[config.mk]
export PLATFORM = sky130hd
export DESIGN_NAME = rtcc_top
export DESIGN_NICKNAME = d
export VERILOG_FILES = /design/src/rtcc_top.v
export VERILOG_INCLUDE_DIRS = /design/src
export SDC_FILE = /design/constraint.sdc
export NUM_CORES = 1
export LEC_CHECK = 0
export BUFFER_PORTS_ARGS = -buffer_cell sky130_fd_sc_hd__buf_2
export CAP_MARGIN = 10
export CORE_UTILIZATION = 48
export DETAILED_ROUTE_END_ITERATION = 6
export MAX_ROUTING_LAYER = met4
export PLACE_DENSITY = 0.68
export SYNTH_ARGS = -nofsm -noshare
export SYNTH_HDL_FRONTEND = slang
export SYNTH_SLANG_ARGS = --single-unit
export TNS_END_PERCENT = 100
[constraint.sdc]
create_clock -name core_clk -period 2.3 [get_ports core_clk]
set_input_delay 0.23 -clock core_clk [delete_from_list [all_inputs] [get_ports core_clk]]
set_output_delay 0.23 -clock core_clk [all_outputs]
set_load 0.02 [all_outputs]
[src/rtcc_defines.vh]
`ifndef RTCC_DEFINES_VH
`define RTCC_DEFINES_VH
`define RTCC_ADR_CAP0      8'h00
`define RTCC_ADR_CAP5      8'h05
`define RTCC_ADR_CTRL      8'h06
`define RTCC_ADR_OSC       8'h07
`define RTCC_ADR_ALM0      8'h08
`define RTCC_ADR_ALM5      8'h0d
`define RTCC_CTRL_RUN      4
`define RTCC_CTRL_AEN      3
`define RTCC_CTRL_ALARM_FLAG     2
`define RTCC_CTRL_SET      1
`define RTCC_CTRL_CAP      0
`define RTCC_OSC_AGC       7
`define RTCC_OSC_CRYSTAL_MODE_SELECT     6
`define RTCC_OSC_BIAS      5
`define RTCC_OSC_VALID     4
`define RTCC_OSC_BACKUP    0
`define RTCC_CAP_RESET     8'hff
`define RTCC_ALM_RESET     8'hff
`define RTCC_BYTES         6
`define RTCC_TW            47
`endif

[src/rtcc_top.v]
`timescale 1ns/10ps
`include "rtcc_defines.vh"
module rtcc_top (
    core_clk,
    sys_rst,
    slow_clock,
    clock_valid,
    backup_supply_indicator,
    addr_wr,
    data_wr,
    data_rd,
    wdata,
    rdata,
    gain_control_enable,
    crystal_mode_select,
    bias_double_enable,
    alarm_flag,
    timer_value
);
    input  wire        core_clk;
    input  wire        sys_rst;
    input  wire        slow_clock;
    input  wire        clock_valid;
    input  wire        backup_supply_indicator;
    input  wire        addr_wr;
    input  wire        data_wr;
    input  wire        data_rd;
    input  wire [7:0]  wdata;
    output reg  [7:0]  rdata;
    output wire        gain_control_enable;
    output wire        crystal_mode_select;
    output wire        bias_double_enable;
    output wire        alarm_flag;
    output wire [46:0] timer_value;

    reg  [7:0]  address_q;
    reg         agc_q;
    reg         crystal_mode_select_q;
    reg         bias_q;
    reg         run_q;
    reg         aen_q;
    reg         alarm_flag_q;
    reg         set_q;
    reg         cap_q;
    reg  [7:0]  capture_bytes_q [0:5];
    reg  [7:0]  alarm_bytes_q [0:5];
    reg  [46:0] timer_q;
    reg  [2:0]  slow_sync_q;
    reg  [1:0]  vld_sync_q;
    reg  [1:0]  bat_sync_q;
    wire [47:0] cap_flat;
    wire [47:0] alm_flat;
    wire [47:0] snap_flat;
    wire        slow_tick;
    wire        sel_cap;
    wire        sel_alm;
    wire        sel_ctrl;
    wire        sel_osc;
    wire        wr_ctrl;
    wire        alarm_hit;
    integer     i;

    genvar g;
    generate
        for (g = 0; g < `RTCC_BYTES; g = g + 1) begin : flat
            assign cap_flat[8*g+7:8*g] = capture_bytes_q[g];
            assign alm_flat[8*g+7:8*g] = alarm_bytes_q[g];
        end
    endgenerate

    function in_range;
        input [7:0] a;
        input [7:0] lo;
        input [7:0] hi;
        begin
            in_range = (a >= lo) && (a <= hi);
        end
    endfunction

    // Rising edge of the synchronised slow clock marks one timer cycle
    assign slow_tick = slow_sync_q[1] & ~slow_sync_q[2];
    assign sel_cap   = in_range(address_q, `RTCC_ADR_CAP0, `RTCC_ADR_CAP5);
    assign sel_alm   = in_range(address_q, `RTCC_ADR_ALM0, `RTCC_ADR_ALM5);
    assign sel_ctrl  = (address_q == `RTCC_ADR_CTRL);
    assign sel_osc   = (address_q == `RTCC_ADR_OSC);
    assign wr_ctrl   = data_wr & sel_ctrl;
    // Timer LSB sits in bit 1 of the lowest capture byte
    assign snap_flat = {timer_q, 1'b0};
    assign alarm_hit = (timer_q >= alm_flat[47:1]);
    assign timer_value = timer_q;
    assign alarm_flag = alarm_flag_q;
    assign gain_control_enable = agc_q & crystal_mode_select_q;
    assign crystal_mode_select = crystal_mode_select_q;
    assign bias_double_enable = bias_q;

    always @(posedge core_clk) begin
        if (sys_rst) begin
            slow_sync_q <= 3'h0;
            vld_sync_q  <= 2'h0;
            bat_sync_q  <= 2'h0;
        end else begin
            slow_sync_q <= {slow_sync_q[1:0], slow_clock};
            vld_sync_q  <= {vld_sync_q[0], clock_valid};
            bat_sync_q  <= {bat_sync_q[0], backup_supply_indicator};
        end
    end

    always @(posedge core_clk) begin
        if (sys_rst) begin
            address_q <= 8'h00;
            agc_q     <= 1'b0;
            crystal_mode_select_q   <= 1'b0;
            bias_q    <= 1'b0;
        end else begin
            if (addr_wr) begin
                address_q <= wdata;
            end
            // Status bits of this register are never stored
            if (data_wr && sel_osc) begin
                agc_q   <= wdata[`RTCC_OSC_AGC];
                crystal_mode_select_q <= wdata[`RTCC_OSC_CRYSTAL_MODE_SELECT];
                bias_q  <= wdata[`RTCC_OSC_BIAS];
            end
        end
    end

    always @(posedge core_clk) begin
        if (sys_rst) begin
            run_q   <= 1'b0;
            aen_q   <= 1'b0;
            set_q   <= 1'b0;
            cap_q   <= 1'b0;
            timer_q <= 47'h0;
        end else begin
            if (wr_ctrl) begin
                run_q <= wdata[`RTCC_CTRL_RUN];
                aen_q <= wdata[`RTCC_CTRL_AEN];
            end
            // Pending request bits ignore a written zero until done
            if (wr_ctrl && wdata[`RTCC_CTRL_SET]) begin
                set_q <= 1'b1;
            end
            if (wr_ctrl && wdata[`RTCC_CTRL_CAP]) begin
                cap_q <= 1'b1;
            end
            if (set_q) begin
                timer_q <= cap_flat[47:1];
                set_q   <= 1'b0;
            end else if (run_q && slow_tick) begin
                timer_q <= timer_q + 47'h1;
            end
            if (cap_q) begin
                cap_q <= 1'b0;
            end
        end
    end

    always @(posedge core_clk) begin
        if (sys_rst) begin
            for (i = 0; i < `RTCC_BYTES; i = i + 1) begin
                capture_bytes_q[i] <= `RTCC_CAP_RESET;
                alarm_bytes_q[i]   <= `RTCC_ALM_RESET;
            end
        end else begin
            if (data_wr && sel_cap) begin
                capture_bytes_q[address_q[2:0]] <= wdata;
            end
            if (data_wr && sel_alm) begin
                alarm_bytes_q[address_q[2:0]] <= wdata;
            end
            // snapshot timer, bit 0 unused
            // A snapshot overrides a byte written in the same cycle
            if (cap_q) begin
                for (i = 0; i < `RTCC_BYTES; i = i + 1) begin
                    capture_bytes_q[i] <= snap_flat[8*i +: 8];
                end
            end
        end
    end

    always @(posedge core_clk) begin
        if (sys_rst) begin
            alarm_flag_q <= 1'b0;
        end else if (aen_q && alarm_hit) begin
            alarm_flag_q <= 1'b1;
        end else if (wr_ctrl && !wdata[`RTCC_CTRL_ALARM_FLAG]) begin
            alarm_flag_q <= 1'b0;
        end
    end

    always @(posedge core_clk) begin
        if (sys_rst) begin
            rdata <= 8'h00;
        end else if (data_rd) begin
            if (sel_cap) begin
                rdata <= capture_bytes_q[address_q[2:0]];
            end else if (sel_alm) begin
                rdata <= alarm_bytes_q[address_q[2:0]];
            end else if (sel_ctrl) begin
                rdata <= {3'h0, run_q, aen_q, alarm_flag_q, set_q, cap_q};
            end else if (sel_osc) begin
                // Valid reads high in self-oscillate mode
                rdata <= {agc_q, crystal_mode_select_q, bias_q,
                          vld_sync_q[1] | ~crystal_mode_select_q,
                          3'h0, bat_sync_q[1]};
            end else begin
                rdata <= 8'h00;
            end
        end
    end
endmodule

==> metrics.txt <==
# TYPE chip_impl_metric gauge
chip_impl_info{name="run_status",value="complete, but fails checks"} 1
chip_impl_info{name="failing_checks",value="design-rule violations"} 1
chip_impl_metric{name="final_nets",unit=""} 1164
chip_impl_metric{name="firstDrtPassIters",unit=""} 7
chip_impl_metric{name="gp_congestion",unit=""} 0.927
chip_impl_metric{name="setup_viol",unit=""} 0
chip_impl_metric{name="p_leak",unit="nW"} 4.96
chip_impl_info{name="cts_tree",value="built"} 1
chip_impl_metric{name="hold_violations",unit=""} 0
chip_impl_metric{name="whs_path_depth",unit=""} 3
chip_impl_metric{name="numCtsBuffers",unit=""} 23
chip_impl_metric{name="mapped_area",unit="mm^2"} 0.0108
chip_impl_metric{name="area_growth_syn_to_layout",unit="%"} 17.8
chip_impl_metric{name="final_worst_clock_skew",unit="ns"} 0.0158
chip_impl_metric{name="die_w",unit="um"} 152
chip_impl_metric{name="clock_sink_count",unit=""} 209
chip_impl_info{name="hold_path_end",value="rdata[7]"} 1
chip_impl_info{name="start_kind",value="flip-flop"} 1
chip_impl_info{name="criticalPathCategory",value="flip-flop to flip-flop"} 1
chip_impl_metric{name="ant_nets",unit=""} 0
chip_impl_metric{name="worst_ir_drop_vdd",unit="uV"} 472
chip_impl_metric{name="min_period_over_period",unit=""} 0.937
chip_impl_metric{name="place.port_buffers",unit=""} 74
chip_impl_metric{name="post_route_cells_drive_above_1_share",unit=""} 0.241
chip_impl_info{name="critical_path.endpoint_type",value="flip-flop"} 1
chip_impl_info{name="worstHoldStart",value="data_rd"} 1
chip_impl_metric{name="num_vias",unit=""} 8266
chip_impl_info{name="critical_path.reg2reg.endpoint",value="rdata[3]"} 1
chip_impl_metric{name="clk_latency",unit="ns"} 0.52
chip_impl_metric{name="final_max_slew_viol_count",unit=""} 0
chip_impl_metric{name="count_of_flip_flops_with_a_built_in_enable_after_synthesis",unit=""} 128
chip_impl_metric{name="relSlewSlack",unit=""} 0.580
chip_impl_info{name="rr_startpoint",value="address_q[7]"} 1
chip_impl_metric{name="drc",unit=""} 12
chip_impl_metric{name="dieHeight",unit="um"} 152
chip_impl_info{name="timing.hold.worst.class",value="input port to flip-flop"} 1
chip_impl_metric{name="r2r_cells",unit=""} 6
chip_impl_metric{name="floorplan.die_area",unit="mm^2"} 0.0231
chip_impl_metric{name="worst_hold_slack",unit="ns"} 0.131
chip_impl_metric{name="avgSynthCellArea",unit="um^2"} 11.3
chip_impl_metric{name="track_usage",unit=""} 0.285
chip_impl_metric{name="timing.critical_path.arrival",unit="ns"} 2.57
chip_impl_metric{name="clkSlewWorstSetupHoldPaths",unit="ns"} 0.06
chip_impl_metric{name="asyncSetResetFlopFracSynth",unit=""} 0
chip_impl_metric{name="drt-wirelength-per-cell",unit="um"} 22.7
chip_impl_metric{name="maxCapViolations",unit=""} 0
chip_impl_metric{name="first_global_vias",unit=""} 7845
chip_impl_metric{name="post_cts.repair.setup_buffers",unit=""} 0
chip_impl_info{name="clock-root-buffer",value="clkbuf_16"} 1
chip_impl_metric{name="floorplan.rows",unit=""} 54
chip_impl_metric{name="ys_ff_latch",unit=""} 209
chip_impl_metric{name="core_region_area",unit="mm^2"} 0.0220
chip_impl_metric{name="hpwlAfterDp",unit="um"} 23000
chip_impl_metric{name="crit_buf_inv",unit=""} 1
chip_impl_metric{name="maximum_net_fanout_on_the_critical_path",unit=""} 6
chip_impl_metric{name="cp_slowest_stage_delay",unit="ns"} 0.52
chip_impl_metric{name="antenna_found_initial",unit=""} 0
chip_impl_info{name="critPathTopFamily",value="simple AND/OR/NAND/NOR gates"} 1
chip_impl_metric{name="cp.required",unit="ns"} 2.71
chip_impl_metric{name="grt_first_pass_wirelength",unit="um"} 48100
chip_impl_metric{name="transition_at_the_pin_with_the_smallest_max_transition_slack",unit="ns"} 0.625
chip_impl_metric{name="diodes",unit=""} 0
chip_impl_metric{name="power.density_cell_area",unit="mW/mm^2"} 645
chip_impl_metric{name="clk_path_buf_depth",unit=""} 3
chip_impl_metric{name="htree_num_levels",unit=""} 1
chip_impl_metric{name="io-pin-count",unit=""} 75
chip_impl_metric{name="synth_sequential_area_ratio",unit=""} 0.506
chip_impl_metric{name="synth.yosys.warnings",unit=""} 0
chip_impl_info{name="synthFlopType",value="edfxtp_1"} 1
chip_impl_metric{name="post_drt_via_cell_ratio",unit=""} 5.92
chip_impl_metric{name="initial_standard_cell_utilization_of_the_core",unit=""} 0.492
chip_impl_metric{name="max_freq",unit="MHz"} 464
chip_impl_metric{name="finalWirelength",unit="um"} 31700
chip_impl_metric{name="netlist_instances",unit=""} 955
chip_impl_metric{name="largest_net_degree_at_the_start_of_global_routing",unit=""} 72
chip_impl_metric{name="grt.overflow.total",unit=""} 0
chip_impl_metric{name="r2r_setup_slack",unit="ns"} 0.15
chip_impl_metric{name="dr.first_iter.drc_count",unit=""} 969
chip_impl_info{name="grt_setup_unrepaired",value="false"} 1
chip_impl_info{name="cell_at_the_slowest_stage_of_the_critical_path",value="nor3_1"} 1
chip_impl_info{name="crit_path_cell_trace",value="nor4_2 > nand2b_1 > buf_4 > nor3_1 > a21oi_1 > a311oi_1"} 1
chip_impl_metric{name="synth.distinct_cells",unit=""} 59
chip_impl_metric{name="timing.setup.tns",unit="ns"} 0
chip_impl_metric{name="min_period",unit="ns"} 2.15
==> cells in the mapped netlist, drive strengths merged (8+ instances only) <==
library cell	n	area share
edfxtp	128	0.36
nor2	99	0.035
dfxtp	81	0.15
nand2	66	0.024
inv	61	0.021
ha	48	0.056
o22a	47	0.038
a21oi	38	0.018
clkbuf	37	0.013
nand3	33	0.017
mux4	32	0.067
a211oi	29	0.021
mux2i	28	0.026
nand4	25	0.016
or2	24	0.014
xnor2	23	0.019
xor2	22	0.018
buf	19	0.0087
mux2	10	0.010
nor2b	10	0.0058
nor3	10	0.0057
nor4	10	0.011
a311oi	8	0.0065
o21ai	8	0.0037
==> cell families (layout without fill, tap and decap cells) <==
kind of cell,after synthesis,in the layout,share of synthesized area
compound gates,151,151,0.102
mux,70,70,0.103
other cells,1,32,0.000347
xor+xnor,45,45,0.0365
buf+inv,117,248,0.0427
simple gates,314,314,0.154
fa+ha+maj,48,48,0.0556
flops,209,209,0.506
==> per-stage QoR <==
step | util | setup slack, ns | std cells | power (mW) | instance area [um^2]
after floorplan | - | 0.149 | 986 | 4.44 | 10900
after global placement | 0.545 | 0.203 | 1352 | 4.62 | 12000
final | 0.580 | 0.145 | 1397 | 8.21 | 12700
after global routing | 0.580 | 0.00310 | 1397 | 8.42 | 12700
after CTS | 0.579 | 0.103 | 1397 | 8.23 | 12700
after detailed placement | 0.545 | 0.150 | 1352 | 4.63 | 12000
==> routing by layer <==
layer  GRT usage  wire, um  vias to the layer above
li1            -         -                     3784
met1       0.383     13100                     4006
met2       0.447     14600                      409
met3      0.0465      3160                       67
met4      0.0787       821                        0
met5           -         0                        -
==> what timing repair did <==
item | CTS | global route
gates resized for setup | 0 | 3
endpoints found under the hold margin | 3 | 0
endpoints found under the setup margin | 0 | 6
hold buffers | 3 | 0
==> layout by cell type (no fill, tap or decap), types with 24 or more instances in the layout <==
master      n
mux2i_1    28
buf_4      65
mux4_2     32
buf_2      74
edfxtp_1  128
ha_1       48
inv_1      60
conb_1     32
or2_2      24
dfxtp_1    80
a21oi_1    38
nand3_1    30
nor2_1     98
o22a_1     47
a211oi_1   28
nand2_1    63
==> flip-flops by register name, summed over array words and instances (netlist names), named ones only <==
| signal | flops |
|---|---|
| bias_double_enable | 1 |
| slow_sync_q | 3 |
| set_q | 1 |
| alarm_flag | 1 |
| crystal_mode_select | 1 |
| agc_q | 1 |
| run_q | 1 |
| vld_sync_q | 2 |
| capture_bytes_q | 64 |
| cap_q | 1 |
| alarm_bytes_q | 64 |
| bat_sync_q | 2 |
| timer_value | 47 |
| rdata | 8 |
| address_q | 8 |
| aen_q | 1 |
==> cell type report <==
type / count / area, um^2
fill: 1870 / 9230
timing repair buffer: 145 / 948
inverter: 61 / 229
tap: 280 / 350
clock inverter: 8 / 91.3
clock buffer: 34 / 637
sequential: 209 / 5470
multi-input combinational: 660 / 5010
==> worst max path at each step <==
stage	from	cells past startpoint	to	slack [ns]
floorplan	timer_value[21]	6	alarm_flag	0.15
global placement	alarm_bytes_q[2][6]	7	alarm_flag	0.20
detailed placement	alarm_bytes_q[2][6]	7	alarm_flag	0.15
CTS	address_q[7]	6	alarm_bytes_q[0][3]	0.10
global route	timer_value[4]	7	timer_value[45]	0.003
finish	address_q[7]	6	rdata[3]	0.15
==> where the power goes <==
part	leakage, nW	internal (mW)	switching [mW]
registers	1.60	4.04	0.0436
clock network	0.356	2.14	1.51
logic	3.00	0.167	0.310
==> tightest hold or removal path, stage by stage <==
cell,delay (ns)
buf_2,0.20
nor2_1,0.12
a311oi_1,0.05
No activity file was read; power rests on OpenSTA's default activity.
